File: src/hw/dch_pkg.sv
// shared constants and types for the memory card host controller
package dch_pkg;
    localparam int unsigned CLK_NS        = 10;
    // strobe timing, least times rounded up to whole cycles
    localparam int unsigned T_RP_NS       = 60;
    localparam int unsigned T_RCD_NS      = 15;
    localparam int unsigned T_RAS_NS      = 80;
    localparam int unsigned T_CAC_NS      = 30;
    localparam int unsigned T_CP_NS       = 10;
    localparam int unsigned T_CSR_NS      = 20;
    localparam int unsigned SYNC_CYC      = 2;
    localparam int unsigned WAIT_W        = 4;
    localparam logic [WAIT_W-1:0] RP_CYC  = WAIT_W'((T_RP_NS + CLK_NS - 1) / CLK_NS);
    localparam logic [WAIT_W-1:0] RCD_CYC = WAIT_W'((T_RCD_NS + CLK_NS - 1) / CLK_NS);
    localparam logic [WAIT_W-1:0] RAS_CYC = WAIT_W'((T_RAS_NS + CLK_NS - 1) / CLK_NS);
    localparam logic [WAIT_W-1:0] CAS_CYC = WAIT_W'((T_CAC_NS + CLK_NS - 1) / CLK_NS + SYNC_CYC);
    localparam logic [WAIT_W-1:0] CP_CYC  = WAIT_W'((T_CP_NS + CLK_NS - 1) / CLK_NS);
    localparam logic [WAIT_W-1:0] CSR_CYC = WAIT_W'((T_CSR_NS + CLK_NS - 1) / CLK_NS);
    localparam logic [WAIT_W-1:0] WAIT_ONE = 4'h1;
    // refresh obligation: every row once per window, longest time rounded down
    localparam int unsigned ROW_COUNT     = 512;
    localparam int unsigned REF_WINDOW_NS = 64_000_000;
    localparam int unsigned REF_INT_NS    = REF_WINDOW_NS / ROW_COUNT;
    localparam int unsigned REF_INT_CYC   = REF_INT_NS / CLK_NS;
    localparam int unsigned POWERUP_NS    = 100_000;
    localparam int unsigned POWERUP_CYC   = (POWERUP_NS + CLK_NS - 1) / CLK_NS;
    localparam int unsigned TMR_W         = 24;
    localparam int unsigned PEND_W        = 4;
    localparam logic [PEND_W-1:0] WAKE_REFRESHES = 4'h8;
    localparam logic [PEND_W-1:0] PEND_MAX       = 4'hf;
    localparam logic [PEND_W-1:0] PEND_ONE       = 4'h1;
    // pin widths and field layout
    localparam int unsigned ADDR_W   = 9;
    localparam int unsigned DATA_W   = 36;
    localparam int unsigned HALF_W   = 18;
    localparam int unsigned STROBES  = 4;
    localparam int unsigned IDENT_W  = 8;
    localparam int unsigned BANK_W   = 2;
    localparam int unsigned REQ_A_W  = BANK_W + 2 * ADDR_W;
    localparam int unsigned COL_LSB  = 0;
    localparam int unsigned ROW_LSB  = ADDR_W;
    localparam int unsigned BANK_LSB = 2 * ADDR_W;
    localparam logic [STROBES-1:0] STROBE_NONE = 4'h0;
    localparam logic [STROBES-1:0] STROBE_ALL  = 4'hf;

    typedef enum logic [7:0] {
        ST_IDLE    = 8'h01,
        ST_ROWSET  = 8'h02,
        ST_RASWAIT = 8'h04,
        ST_COLSET  = 8'h08,
        ST_CASLO   = 8'h10,
        ST_CASHI   = 8'h20,
        ST_PRECH   = 8'h40,
        ST_CBR     = 8'h80
    } dch_state_e;
endpackage : dch_pkg

File: src/hw/dch_refresh_if.sv
// refresh scheduling handshake between controller and its interval timer
`timescale 1ns/1ps
`default_nettype none
interface dch_refresh_if;
    logic wakeDone;
    logic refreshDue;
    logic refreshTaken;
    modport timer (output wakeDone, output refreshDue, input refreshTaken);
    modport ctrl  (input wakeDone, input refreshDue, output refreshTaken);
endinterface : dch_refresh_if
`default_nettype wire

File: src/hw/dch_refresh_timer.sv
// power-up pause, wake-up refresh burst and periodic refresh debt counter
`timescale 1ns/1ps
`default_nettype none
module dch_refresh_timer #(
    parameter int unsigned PWRUP_CYC  = dch_pkg::POWERUP_CYC,
    parameter int unsigned REFINT_CYC = dch_pkg::REF_INT_CYC
) (
    input  wire logic     clk_sys,
    input  wire logic     arst_n,
    input  wire logic     ce,
    dch_refresh_if.timer  rif
);
    logic [dch_pkg::TMR_W-1:0]  cntQ;
    logic [dch_pkg::PEND_W-1:0] pendQ;
    logic [dch_pkg::PEND_W-1:0] pendD;
    logic                       armedQ;
    logic                       wakeQ;

    wire logic [dch_pkg::TMR_W-1:0] limit = armedQ ? dch_pkg::TMR_W'(REFINT_CYC - 1)
                                                   : dch_pkg::TMR_W'(PWRUP_CYC - 1);
    wire logic tick    = (cntQ == limit);
    wire logic overdue = tick && armedQ && (pendQ == dch_pkg::PEND_MAX);

    // a tick in the same cycle as a taken refresh leaves the debt unchanged
    always_comb begin
        pendD = pendQ;
        if (tick && !armedQ) begin
            pendD = dch_pkg::WAKE_REFRESHES; // RULE_16
        end else if (tick && !rif.refreshTaken) begin
            pendD = (pendQ == dch_pkg::PEND_MAX) ? pendQ : pendQ + dch_pkg::PEND_ONE; // RULE_03
        end else if (!tick && rif.refreshTaken && pendQ != '0) begin
            pendD = pendQ - dch_pkg::PEND_ONE;
        end
    end

    always_ff @(posedge clk_sys or negedge arst_n) begin
        if (!arst_n) begin
            cntQ   <= '0;
            pendQ  <= '0;
            armedQ <= 1'b0;
            wakeQ  <= 1'b0;
        end else if (ce) begin
            cntQ   <= tick ? '0 : cntQ + dch_pkg::TMR_W'(1);
            pendQ  <= pendD;
            armedQ <= armedQ | tick;
            // debt saturated means the window was missed: wake up again
            if (overdue) begin
                wakeQ <= 1'b0; // RULE_16
            end else if (armedQ && pendQ == '0) begin
                wakeQ <= 1'b1;
            end
        end
    end

    assign rif.wakeDone   = wakeQ;
    assign rif.refreshDue = armedQ && (pendQ != '0);
endmodule : dch_refresh_timer
`default_nettype wire

File: src/hw/dch_card_host.sv
// host controller driving the buffered memory card through its strobe pins
// Contract
// [RULE_01] wide mode: row strobes 0,1 gate low half, 2,3 high half
// [RULE_02] narrow mode: host ties data halves and column strobes 0-2, 1-3
// [RULE_03] all 512 rows refreshed within every 64 ms window
// [RULE_04] card refreshes the addressed row on every row strobe cycle
// [RULE_05] retention refresh preferred: column-first cycles spread over the interval
// [RULE_06] otherwise column-first refresh preferred over other refresh modes
// [RULE_07] row half latched by row strobe fall, column half by column fall
// [RULE_08] write-enable high means read, low means write
// [RULE_09] card captures write data on the column strobe fall
// [RULE_10] write-enable falls before column strobe falls
// [RULE_11] data pins shared, direction follows write-enable
// [RULE_12] page access starts with row latch then column latch
// [RULE_13] column strobe may pulse repeatedly inside one open row
// [RULE_14] raising strobes ends page and cycle, precharge while row strobe high
// [RULE_15] column-first cycle uses the card's internal row counter
// [RULE_16] 100 us pause then eight refreshes, repeated when window missed; on a miss code drops wakeDone until the debt drains, no new pause
// [RULE_17] column strobe low at row fall keeps old output
// [RULE_18] hidden refresh may follow read or write
// [RULE_19] column-first refresh: column before row, write-enable high, data released
// [RULE_20] data released with strobes high or during refresh
// [RULE_21] card identity lines read as static levels
`timescale 1ns/1ps
`default_nettype none
module dch_card_host #(
    parameter int unsigned PWRUP_CYC  = dch_pkg::POWERUP_CYC,
    parameter int unsigned REFINT_CYC = dch_pkg::REF_INT_CYC
) (
    input  wire logic                          clk_sys,
    input  wire logic                          arst_n,
    input  wire logic                          ce,
    input  wire logic                          cfgNarrow,
    input  wire logic                          reqValid,
    output logic                               reqReady,
    input  wire logic                          reqWrite,
    input  wire logic [dch_pkg::REQ_A_W-1:0]   reqAddr,
    input  wire logic [dch_pkg::DATA_W-1:0]    reqData,
    input  wire logic [dch_pkg::STROBES-1:0]   reqByteEn,
    output logic                               rspValid,
    output logic [dch_pkg::DATA_W-1:0]         rspData,
    output logic                               ready,
    output logic [dch_pkg::IDENT_W-1:0]        cardIdent,
    output logic [dch_pkg::STROBES-1:0]        rowStrobeN,
    output logic [dch_pkg::STROBES-1:0]        columnByteStrobeN,
    output logic                               weN,
    output logic [dch_pkg::ADDR_W-1:0]         muxAddrLines,
    output logic [dch_pkg::DATA_W-1:0]         sharedDataLinesOut,
    output logic [dch_pkg::DATA_W-1:0]         sharedDataLinesOe,
    input  wire logic [dch_pkg::DATA_W-1:0]    sharedDataLinesIn,
    input  wire logic [dch_pkg::IDENT_W-1:0]   cardIdentLinesIn
);

    dch_refresh_if rif ();

    dch_refresh_timer #(
        .PWRUP_CYC  (PWRUP_CYC),
        .REFINT_CYC (REFINT_CYC)
    ) uTimer (
        .clk_sys (clk_sys),
        .arst_n  (arst_n),
        .ce      (ce),
        .rif     (rif)
    );

    dch_pkg::dch_state_e                stateQ;
    dch_pkg::dch_state_e                stateD;
    logic [dch_pkg::WAIT_W-1:0]         waitQ;
    logic [dch_pkg::WAIT_W-1:0]         rasAgeQ;
    logic                               cbrRasQ;
    logic                               writeQ;
    logic [dch_pkg::BANK_W-1:0]         bankQ;
    logic [dch_pkg::ADDR_W-1:0]         rowQ;
    logic [dch_pkg::ADDR_W-1:0]         colQ;
    logic [dch_pkg::DATA_W-1:0]         dataQ;
    logic [dch_pkg::STROBES-1:0]        beQ;
    logic [dch_pkg::DATA_W-1:0]         dinSync1Q;
    logic [dch_pkg::DATA_W-1:0]         dinSync2Q;
    logic [dch_pkg::IDENT_W-1:0]        idSync1Q;
    logic [dch_pkg::IDENT_W-1:0]        idSync2Q;
    logic [dch_pkg::STROBES-1:0]        rasMaskD;
    logic [dch_pkg::STROBES-1:0]        casMaskD;
    logic [dch_pkg::STROBES-1:0]        rasNQ;
    logic [dch_pkg::STROBES-1:0]        casNQ;
    logic                               weNQ;
    logic [dch_pkg::ADDR_W-1:0]         addrD;
    logic [dch_pkg::ADDR_W-1:0]         addrQ;
    logic                               oeD;
    logic                               oeQ;
    logic [dch_pkg::DATA_W-1:0]         doutQ;
    logic                               rspValidQ;
    logic [dch_pkg::DATA_W-1:0]         rspDataQ;

    // wide mode pairs strobes 0+2 and 1+3 into one bank; narrow mode one strobe per bank
    function automatic logic [dch_pkg::STROBES-1:0] rowSelect(input logic [dch_pkg::BANK_W-1:0] bank,
                                                             input logic narrow);
        logic [dch_pkg::STROBES-1:0] sel;
        sel = dch_pkg::STROBE_NONE;
        if (narrow) begin
            sel[bank] = 1'b1; // RULE_02
        end else begin
            sel[bank[0]]     = 1'b1; // RULE_01
            sel[bank[0] + 2] = 1'b1; // RULE_01
        end
        return sel;
    endfunction : rowSelect

    // reads open every lane; writes follow byte enables, duplicated when narrow
    function automatic logic [dch_pkg::STROBES-1:0] colSelect(input logic [dch_pkg::STROBES-1:0] be,
                                                             input logic wr, input logic narrow);
        logic [dch_pkg::STROBES-1:0] sel;
        sel = wr ? be : dch_pkg::STROBE_ALL;
        if (narrow) begin
            sel = {sel[1:0], sel[1:0]}; // RULE_02
        end
        return sel;
    endfunction : colSelect

    function automatic logic [dch_pkg::WAIT_W-1:0] waitLoad(input dch_pkg::dch_state_e st, input logic ras);
        case (st)
            dch_pkg::ST_RASWAIT: return dch_pkg::RCD_CYC - dch_pkg::WAIT_ONE;
            dch_pkg::ST_CASLO:   return dch_pkg::CAS_CYC - dch_pkg::WAIT_ONE;
            dch_pkg::ST_CASHI:   return dch_pkg::CP_CYC - dch_pkg::WAIT_ONE;
            dch_pkg::ST_PRECH:   return dch_pkg::RP_CYC - dch_pkg::WAIT_ONE;
            dch_pkg::ST_CBR:     return ras ? dch_pkg::RAS_CYC - dch_pkg::WAIT_ONE
                                            : dch_pkg::CSR_CYC - dch_pkg::WAIT_ONE;
            default:             return '0;
        endcase
    endfunction : waitLoad

    wire logic [dch_pkg::ADDR_W-1:0] reqRow  = reqAddr[dch_pkg::ROW_LSB +: dch_pkg::ADDR_W];
    wire logic [dch_pkg::ADDR_W-1:0] reqCol  = reqAddr[dch_pkg::COL_LSB +: dch_pkg::ADDR_W];
    wire logic [dch_pkg::BANK_W-1:0] reqBank = reqAddr[dch_pkg::BANK_LSB +: dch_pkg::BANK_W];
    wire logic waitDone = (waitQ == '0);
    wire logic rasMet   = (rasAgeQ >= dch_pkg::RAS_CYC);
    wire logic pageHit  = (reqBank == bankQ) && (reqRow == rowQ);
    wire logic canStart = rif.wakeDone && !rif.refreshDue;
    wire logic idleTake = (stateQ == dch_pkg::ST_IDLE) && canStart;
    // page kept open only for hits and only while no refresh is owed
    wire logic pageTake = (stateQ == dch_pkg::ST_CASHI) && waitDone && pageHit && !rif.refreshDue; // RULE_13 RULE_18
    wire logic accept   = reqValid && reqReady;
    wire logic curWrite = accept ? reqWrite : writeQ;
    wire logic [dch_pkg::ADDR_W-1:0] curCol  = accept ? reqCol : colQ;
    wire logic [dch_pkg::DATA_W-1:0] curData = accept ? reqData : dataQ;
    wire logic [dch_pkg::DATA_W-1:0] wideData = cfgNarrow ? {curData[dch_pkg::HALF_W-1:0],
                                                             curData[dch_pkg::HALF_W-1:0]} : curData; // RULE_02
    wire logic inAccess = (stateD == dch_pkg::ST_RASWAIT) || (stateD == dch_pkg::ST_COLSET)
                       || (stateD == dch_pkg::ST_CASLO) || (stateD == dch_pkg::ST_CASHI);
    wire logic cbrRasD  = (stateD == dch_pkg::ST_CBR) && (cbrRasQ || (stateQ == dch_pkg::ST_CBR && waitDone));

    assign reqReady = ce && (idleTake || pageTake);
    assign rif.refreshTaken = ce && cbrRasD && !cbrRasQ;

    always_comb begin
        stateD = stateQ;
        case (stateQ)
            dch_pkg::ST_IDLE: begin
                if (rif.refreshDue) begin
                    stateD = dch_pkg::ST_CBR; // RULE_05 RULE_06
                end else if (accept) begin
                    stateD = dch_pkg::ST_ROWSET;
                end
            end
            dch_pkg::ST_ROWSET:  stateD = dch_pkg::ST_RASWAIT; // RULE_12
            dch_pkg::ST_RASWAIT: stateD = waitDone ? dch_pkg::ST_COLSET : stateQ;
            dch_pkg::ST_COLSET:  stateD = dch_pkg::ST_CASLO;
            dch_pkg::ST_CASLO:   stateD = waitDone ? dch_pkg::ST_CASHI : stateQ;
            dch_pkg::ST_CASHI: begin
                if (accept) begin
                    stateD = dch_pkg::ST_COLSET; // RULE_13
                end else if (waitDone && rasMet) begin
                    stateD = dch_pkg::ST_PRECH; // RULE_14
                end
            end
            dch_pkg::ST_PRECH:   stateD = waitDone ? dch_pkg::ST_IDLE : stateQ;
            dch_pkg::ST_CBR:     stateD = (waitDone && cbrRasQ) ? dch_pkg::ST_PRECH : stateQ;
            default:             stateD = dch_pkg::ST_IDLE;
        endcase
    end

    // pin values follow the next state so the pins line up with stateQ
    always_comb begin
        rasMaskD = dch_pkg::STROBE_NONE;
        casMaskD = dch_pkg::STROBE_NONE;
        addrD    = '0; // RULE_15
        oeD      = 1'b0; // RULE_20
        if (inAccess) begin
            rasMaskD = rowSelect(bankQ, cfgNarrow); // RULE_07
        end
        if (stateD == dch_pkg::ST_CBR) begin
            casMaskD = dch_pkg::STROBE_ALL; // RULE_19
            rasMaskD = cbrRasD ? dch_pkg::STROBE_ALL : dch_pkg::STROBE_NONE; // RULE_19
        end
        if (stateD == dch_pkg::ST_CASLO) begin
            casMaskD = colSelect(beQ, writeQ, cfgNarrow); // RULE_07
        end
        if (stateD == dch_pkg::ST_ROWSET || stateD == dch_pkg::ST_RASWAIT) begin
            addrD = (stateD == dch_pkg::ST_ROWSET && accept) ? reqRow : rowQ;
        end else if (stateD == dch_pkg::ST_COLSET || stateD == dch_pkg::ST_CASLO || stateD == dch_pkg::ST_CASHI) begin
            addrD = curCol;
        end
        if (stateD == dch_pkg::ST_COLSET || stateD == dch_pkg::ST_CASLO) begin
            oeD = curWrite; // RULE_11
        end
    end

    always_ff @(posedge clk_sys or negedge arst_n) begin
        if (!arst_n) begin
            stateQ  <= dch_pkg::ST_IDLE;
            waitQ   <= '0;
            rasAgeQ <= '0;
            cbrRasQ <= 1'b0;
        end else if (ce) begin
            stateQ  <= stateD;
            cbrRasQ <= cbrRasD;
            waitQ   <= (stateD != stateQ || cbrRasD != cbrRasQ) ? waitLoad(stateD, cbrRasD)
                     : (waitDone ? waitQ : waitQ - dch_pkg::WAIT_ONE);
            rasAgeQ <= (stateD == dch_pkg::ST_ROWSET) ? '0
                     : (rasMet ? rasAgeQ : rasAgeQ + dch_pkg::WAIT_ONE);
        end
    end

    always_ff @(posedge clk_sys or negedge arst_n) begin
        if (!arst_n) begin
            writeQ <= 1'b0;
            bankQ  <= '0;
            rowQ   <= '0;
            colQ   <= '0;
            dataQ  <= '0;
            beQ    <= '0;
        end else if (ce && accept) begin
            writeQ <= reqWrite;
            bankQ  <= reqBank;
            rowQ   <= reqRow;
            colQ   <= reqCol;
            dataQ  <= reqData;
            beQ    <= reqByteEn;
        end
    end

    // pins registered; write-enable set from row setup on so it leads the column fall
    always_ff @(posedge clk_sys or negedge arst_n) begin
        if (!arst_n) begin
            rasNQ <= dch_pkg::STROBE_ALL;
            casNQ <= dch_pkg::STROBE_ALL;
            weNQ  <= 1'b1;
            addrQ <= '0;
            oeQ   <= 1'b0;
            doutQ <= '0;
        end else if (ce) begin
            rasNQ <= ~rasMaskD;
            casNQ <= ~casMaskD;
            weNQ  <= !((inAccess || stateD == dch_pkg::ST_ROWSET) && curWrite); // RULE_08 RULE_10
            addrQ <= addrD;
            oeQ   <= oeD;
            doutQ <= wideData; // RULE_09
        end
    end

    // data and identity pins come from outside the clock domain
    always_ff @(posedge clk_sys or negedge arst_n) begin
        if (!arst_n) begin
            dinSync1Q <= '0;
            dinSync2Q <= '0;
            idSync1Q  <= '0;
            idSync2Q  <= '0;
            cardIdent <= '0;
            rspValidQ <= 1'b0;
            rspDataQ  <= '0;
        end else if (ce) begin
            dinSync1Q <= sharedDataLinesIn;
            dinSync2Q <= dinSync1Q;
            idSync1Q  <= cardIdentLinesIn;
            idSync2Q  <= idSync1Q;
            cardIdent <= idSync2Q; // RULE_21
            rspValidQ <= (stateQ == dch_pkg::ST_CASLO) && waitDone && !writeQ;
            if ((stateQ == dch_pkg::ST_CASLO) && waitDone && !writeQ) begin
                rspDataQ <= cfgNarrow ? {{dch_pkg::HALF_W{1'b0}}, dinSync2Q[dch_pkg::HALF_W-1:0]} : dinSync2Q;
            end
        end
    end

    assign rowStrobeN         = rasNQ;
    assign columnByteStrobeN  = casNQ;
    assign weN                = weNQ;
    assign muxAddrLines       = addrQ;
    assign sharedDataLinesOut = doutQ;
    assign sharedDataLinesOe  = {dch_pkg::DATA_W{oeQ}};
    assign rspValid           = rspValidQ;
    assign rspData            = rspDataQ;
    assign ready              = rif.wakeDone;

    wire logic casAny = (casNQ != dch_pkg::STROBE_ALL);
    wire logic rasAny = (rasNQ != dch_pkg::STROBE_ALL);
endmodule : dch_card_host
`default_nettype wire

File: config.mk
export PLATFORM = sky130hd
export DESIGN_NAME = dch_card_host
export DESIGN_NICKNAME = d
export VERILOG_FILES = /design/src/hw/dch_pkg.sv /design/src/hw/dch_refresh_if.sv /design/src/hw/dch_refresh_timer.sv /design/src/hw/dch_card_host.sv
export SDC_FILE = /design/constraint.sdc
export NUM_CORES = 1
export LEC_CHECK = 0
export ABC_CLOCK_PERIOD_IN_PS = 4700
export BUFFER_PORTS_ARGS = -buffer_cell sky130_fd_sc_hd__buf_2
export CAP_MARGIN = 5
export CORE_MARGIN = 3
export CORE_UTILIZATION = 50
export CTS_BUF_LIST = sky130_fd_sc_hd__clkbuf_2 sky130_fd_sc_hd__clkbuf_4 sky130_fd_sc_hd__clkbuf_8
export DETAILED_ROUTE_END_ITERATION = 8
export MAX_ROUTING_LAYER = met4
export PLACE_DENSITY = 0.84
export SYNTH_ARGS = -nofsm -noshare
export SYNTH_HDL_FRONTEND = slang
export SYNTH_SLANG_ARGS = --single-unit
File: constraint.sdc
create_clock -name clk_sys -period 4.7 [get_ports clk_sys]
set_input_delay 0.94 -clock clk_sys [delete_from_list [all_inputs] [get_ports clk_sys]]
set_output_delay 0.94 -clock clk_sys [all_outputs]
set_load 0.01 [all_outputs]
==> reports/metrics.csv, run 1 <==
metric,value,unit
DRC viols,0,
Post-CTS Resized,0,
initial antenna violation count,7,
routed via count,9454,
RR Endpoint,uTimer.pendQ[3],
Final Hold Viols,0,
Yosys cell types,66,
Synth top cells by count,"dfrtp_1, nand2_1, mux2_2, nor2_1, clkbuf_1",
Cells after DPL,1640,
drt pass-1 iters,5,
final cycle utilization of the critical path,81.8,%
global-route wire length before repair,48800,um
Synth area leader,dfrtp_1,
initial drt markers,834,
Synth Net Count,1263,
Core Area,25300,um^2
RSZ-0062 raised after global routing,no,
"Async S/R FF share, synth",100,%
Buf/Inv on CP,1,
setup TNS,0,ps
Routed wire per std cell,17.4,um
TritonCTS clock tree,built,
Mapped Area,13000,um^2
"Slowest-stage cell, CP",nor4b_1,
Worst R2R Setup Slack,1350,ps
Yosys top cell area share,55.1,%
number of port buffers,246,
global route total overflow,0,
WP data required,3760,ps
I/O pins,247,
CTS Sinks,296,
sw frac,30.0,%
Synth area leaders,"dfrtp_1, mux2_2, nand2_1, nor2_1, buf_4",
Worst-Margin Slew,1050,ps
min cycle time layout,3850,ps
worst hold stages,2,
arrival time at the worst endpoint,2910,ps
setup ws final,853,ps
max-slew violation count,0,
maximum buffer depth of the clock tree,3,
share of layout cells above drive strength 1,37.6,%
total CTS buffers,47,
synth-to-layout area growth,17.7,%
crit-path max FO,10,
storage element area,7420,um^2
number of max-cap violations,0,
"Avg Cell Area, Syn",11.3,um^2
#FFs+latches synth,296,
CP Class,reg2out,
number of global-route vias before repair,9743,
Most used DFF post-synth,dfrtp_1,
Max Fclk,260,MHz
Reg2Reg Depth,9,
postcts setup bufs,0,
crit path launch type,register,
H-Tree Depth,2,
Pleak,0.00752,uW
number of synthesized flops with an enable pin,0,
die area,27900,um^2
pre-CTS WS,1200,ps
Post-DP HPWL,20300,um
Core Rows,58,
pin count of the biggest net entering global routing,115,
Die X,167,um
power per cell area,477,nW/um^2
Critical Path Start,stateQ[4],
GRT Overall Usage,21.6,%
Yosys Warn Count,0,
most instantiated library cell after synthesis,dfrtp_1,
Root Driver,clkbuf_8,
combinational share of power,21.8,%
Placement Cell Area,14300,um^2
worst min-delay path class,reg2reg,
clk_skew,25.0,ps
initial core utilization,51.3,%
die span in y,167,um
area of the multi-input gates,5000,um^2
status,finished clean,
GP Congestion,0.884,
register area share after synthesis,57.2,%
sequential share of power,47.2,%
crit path capture type,output port,
Max VDD drop,0.349,mV
Slowest Stage Delay on Critical Path,700,ps
post-route ant nets,0,
endpoints failing setup,0,
hold-fix buffer count after cts,0,
worst reg2reg path startpoint,stateQ[1],
"delay-heaviest family, CP",simple AND/OR/NAND/NOR gates,
Worst slew margin,29.7,%
routed wire length,30100,um
clock latency reported for the late side of the worst-skew pair,550,ps
Clk pwr share,31.0,%
hold_sp,colQ[2],
DR vias/cell,5.47,
internal power,5110,uW
Nets,1476,
final-layout fill cell count,1971,
Non-Filler Instances,1729,
hold worst-path end,colQ[2],
Worst-path clk slew,60,ps
post-route cell area,15300,um^2
crit path cell chain,"nor4b_1, nand2_1, nor4_1, a21oi_1, nor2_1, buf_2",
Syn Inst Count,1146,
switching component of the power,2190,uW
## power by group through the flow
stage	sequential [uW]	combinational, uW	clock [uW]
final	3450	1590	2260
after global routing	3510	1760	2430
after CTS	3440	1600	2310
after detailed placement	3480	1590	0
after global placement	3450	1520	0
after floorplan	3490	926	0
## sequential cells by signal (all words and copies together) (netlist names), 8 cells and up
register            flops
cardIdent               8
colQ                    9
dataQ                  36
dinSync1Q              36
dinSync2Q              36
idSync1Q                8
idSync2Q                8
muxAddrLines            9
rowQ                    9
rspData                36
sharedDataLinesOut     36
stateQ                  8
uTimer.cntQ            24
## layer usage
layer | part of all wire (%) | wire [um] | GRT usage [%] | vias up
li1 | - | - | - | 4377
met1 | 42 | 12600 | 27.2 | 4633
met2 | 47 | 14200 | 34.8 | 390
met3 | 8.9 | 2680 | 6.09 | 54
met4 | 2.3 | 689 | 6.12 | 0
met5 | 0 | 0 | - | -
## worst min-delay path, stage by stage (launching register included)
cell and delay [ps]:
dfrtp_1 320, nand2_1 50, nand2_1 70
## stage by stage
step	hold WS [ps]	power, uW	util (%)
finish	470	7290	60.3
global route	492	7700	60.3
CTS	470	7350	60.3
detailed placement	455	5060	56.3
global placement	448	4970	56.3
floorplan	435	4420	-
## how the worst max path moves through the flow
stage | cells after the start | end | slack (ps)
floorplan | 6 | reqReady | 1530
CTS | 6 | reqReady | 910
detailed placement | 9 | sharedDataLinesOut[33] | 1200
global placement | 9 | sharedDataLinesOut[25] | 1280
finish | 6 | reqReady | 850
global route | 6 | reqReady | 640
## cells by family (layout without fill, tap and decap cells)
logic type | after synthesis | in the layout | share of synthesized area (%)
compound gates | 145 | 145 | 8.14
xor+xnor | 34 | 34 | 2.29
fa+ha+maj | 7 | 7 | 0.733
buf+inv | 112 | 358 | 4.36
flops | 296 | 296 | 57.2
mux | 160 | 160 | 13.8
other cells | 0 | 7 | 0
simple gates | 392 | 392 | 13.5
## cell type report
cell class                 count  area share, %
clock inverter                10          0.565
inverter                      15          0.368
clock buffer                  72           5.95
antenna                        7          0.115
timing repair buffer         261           8.98
sequential                   296           48.6
multi-input combinational    738           32.8
tap                          330           2.70
## cell usage in the layout (no fill, tap or decap), types with 5 or more instances in the layout
cell / count
nand2_1: 154
nor2_1: 141
a21oi_1: 17
ha_1: 6
mux2_2: 153
nand4_1: 13
a21o_1: 8
xnor2_1: 22
inv_1: 13
dfstp_2: 10
clkinv_2: 8
a31oi_1: 5
nor3_1: 15
o21a_1: 6
and3_1: 12
o21ai_0: 33
nand3_1: 12
nand2b_1: 5
a221oi_1: 10
xor2_1: 12
nor4_1: 10
dfrtp_1: 286
diode_2: 7
clkbuf_8: 59
buf_2: 244
mux2i_1: 6
clkbuf_4: 13
o31ai_1: 21
o2bb2ai_1: 13
buf_4: 14
(Power assumes the default switching activity.)
==> run 2: changes to the inputs <==
--- a/config.mk
+++ b/config.mk
@@ -5,7 +5,8 @@
 export SDC_FILE = /design/constraint.sdc
 export NUM_CORES = 1
 export LEC_CHECK = 0
-export ABC_CLOCK_PERIOD_IN_PS = 4700
+export ABC_AREA = 1
+export ABC_CLOCK_PERIOD_IN_PS = 3440
 export BUFFER_PORTS_ARGS = -buffer_cell sky130_fd_sc_hd__buf_2
 export CAP_MARGIN = 5
 export CORE_MARGIN = 3
@@ -13,7 +14,7 @@
 export CTS_BUF_LIST = sky130_fd_sc_hd__clkbuf_2 sky130_fd_sc_hd__clkbuf_4 sky130_fd_sc_hd__clkbuf_8
 export DETAILED_ROUTE_END_ITERATION = 8
 export MAX_ROUTING_LAYER = met4
-export PLACE_DENSITY = 0.84
+export PLACE_DENSITY = 0.87
 export SYNTH_ARGS = -nofsm -noshare
 export SYNTH_HDL_FRONTEND = slang
 export SYNTH_SLANG_ARGS = --single-unit
==> constraint.sdc (replaced) <==
create_clock -name clk_sys -period 3.44 [get_ports clk_sys]
set_input_delay 0.688 -clock clk_sys [delete_from_list [all_inputs] [get_ports clk_sys]]
set_output_delay 0.688 -clock clk_sys [all_outputs]
set_load 0.01 [all_outputs]
==> run 2 against run 1 <==
- synthesized area up 1.5%
- highest routed layer unchanged
- sequential share of layout area down 0.57 points
- die area up 1.5%
==> reports/metrics.csv, run 2 <==
metric,value,unit
CP Class,reg2reg,
Critical Path Start,waitQ[0],
GRT Overall Usage,23.4,%
H-Tree Depth,2,
Worst slew margin,36.5,%
Yosys cell types,53,
Synth top cells by count,"nand2_1, dfrtp_1, inv_1, o21ai_0, nor2_1",
Most used DFF post-synth,dfrtp_1,
routed via count,11000,
Pleak,0.00844,uW
Worst-path clk slew,60,ps
Post-CTS Resized,0,
Nets,1855,
crit path launch type,register,
RSZ-0062 raised after global routing,no,
initial drt markers,831,
crit path capture type,register,
Max VDD drop,0.348,mV
DRC viols,0,
Max Fclk,328,MHz
XOR/XNOR share of the synthesized area,1.06,%
Compound-Gate Fraction of Synth Area,10.2,%
drt pass-1 iters,5,
Synth Area in Simple Gates,21.9,%
number of synthesized flops with an enable pin,0,
power per cell area,597,nW/um^2
die span in y,168,um
Routed wire per std cell,15.3,um
most frequent cells in the layout,"nand2_1, dfrtp_1, buf_2",
Synth area leaders,"dfrtp_1, nand2_1, o21ai_0, inv_1, nor2_1",
WP data required,3890,ps
initial core utilization,51.6,%
routed wire length,32300,um
setup TNS,0,ps
CTS Sinks,296,
minimum hold slack,124,ps
number of port buffers,246,
postcts setup bufs,0,
DR vias/cell,5.22,
crit-path max FO,9,
worst reg2reg path startpoint,waitQ[0],
Final Hold Viols,0,
number of max-cap violations,0,
register area share after synthesis,56.3,%
RR Endpoint,uTimer.pendQ[3],
die area,28300,um^2
Worst-Margin Slew,952,ps
Worst R2R Setup Slack,390,ps
Core Area,25500,um^2
max-slew violation count,0,
hold-fix buffer count after cts,0,
Post-DP HPWL,22000,um
"Avg Cell Area, Syn",8.63,um^2
largest family of logic cells by synthesized area,simple AND/OR/NAND/NOR gates,
area share of fa/ha/maj cells after synthesis,0.722,%
global route total overflow,0,
total CTS buffers,48,
Yosys Warn Count,0,
clock latency reported for the late side of the worst-skew pair,570,ps
Die X,168,um
maximum buffer depth of the clock tree,3,
status,finished clean,
TritonCTS clock tree,built,
"Async S/R FF share, synth",100,%
Syn Inst Count,1527,
pin count of the biggest net entering global routing,100,
Synth area leader,dfrtp_1,
I/O pins,247,
post-synthesis mux area share,1.44,%
endpoints failing setup,0,
worst min-delay path class,in2async,
min cycle time layout,3050,ps
total power,9230,uW
most instantiated library cell after synthesis,nand2_1,
Yosys top cell area share,54.3,%
CP endpoint,uTimer.pendQ[3],
share of layout cells above drive strength 1,23.0,%
GP Congestion,0.880,
Root Driver,clkbuf_8,
Synth Net Count,1644,
global-route wire length before repair,53800,um
arrival time at the worst endpoint,3500,ps
final cycle utilization of the critical path,88.6,%
#FFs+latches synth,296,
Core Rows,58,
initial antenna violation count,4,
Reg2Reg Depth,21,
"commonest non-fill, non-tap cell in the layout",nand2_1,
number of global-route vias before repair,10900,
post-route ant nets,0,
Mapped Area,13200,um^2
clk_skew,31.5,ps
synth-to-layout area growth,17.3,%
[run 2: worst min path at each step]
stage	slack, ps	endpoint	startpoint
2_1_floorplan	390	bankQ[0]	arst_n
3_3_place_gp	450	cardIdent[3]	cardIdent[3]
3_5_place_dp	460	uTimer.cntQ[23]	uTimer.cntQ[23]
4_1_cts	130	sharedDataLinesOut[19]	arst_n
5_1_grt	140	idSync1Q[5]	arst_n
6_report	120	idSync1Q[5]	arst_n
[run 2: logic make-up (layout without fill, tap and decap cells)]
group                    Yosys count  after routing
multiplexers                      19             19
AO/OA/AOI/OAI                    243            243
XOR/XNOR                          16             16
adder cells (fa/ha/maj)            7              7
buffers and inverters            244            489
flip-flops                       296            296
other                              0              4
AND/OR/NAND/NOR                  702            702
[run 2: metal layers]
metal | global-route usage [%] | part of all wire (%) | vias to the layer above
met4 | 6.83 | 2.3 | 0
met3 | 5.02 | 7.2 | 68
met5 | - | 0 | -
met2 | 38.6 | 50 | 411
li1 | - | - | 5243
met1 | 29.3 | 41 | 5275
[run 2: final cells by class]
cell class | instances | area [um^2]
repair buffers | 258 | 1370
fillers | 2095 | 10100
clock inverters | 6 | 68.8
well taps | 330 | 413
multi-input cells | 987 | 4660
inverters | 147 | 556
diodes | 4 | 10.0
clock buffers | 78 | 961
flip-flops and latches | 296 | 7420
[run 2: per-stage QoR]
step           util [%]  setup WS [ps]  cells  instance area [um^2]
3_3_place_gp       56.5            492   2018                 14400
6_report           60.5            391   2106                 15500
5_1_grt            60.5           7.40   2106                 15500
2_1_floorplan         -            768   1527                 13200
4_1_cts            60.5            408   2102                 15500
3_5_place_dp       56.5            417   2018                 14400
[run 2: power by group]
| part | internal, uW | switching [uW] |
|---|---|---|
| clock network | 1840 | 1360 |
| registers | 3900 | 309 |
| logic | 669 | 1150 |
| total | 6410 | 2810 |
[run 2: critical path, cell delays in order, from the launching register on]
cell and delay [ps]:
dfrtp_1 390, inv_1 80, ha_1 190, nand2_1 140, inv_2 180, nand2_1 90, nand2_1 100, nand2_1 100
nand2_1 110, inv_2 50, nand2_1 80, nor2_2 50, nor2_1 230, inv_1 110, ha_1 330, a21oi_1 140
nand2_1 70, xor2_1 150, nand2_1 70, nand2_1 40, nor3_1 160, nor2_1 50
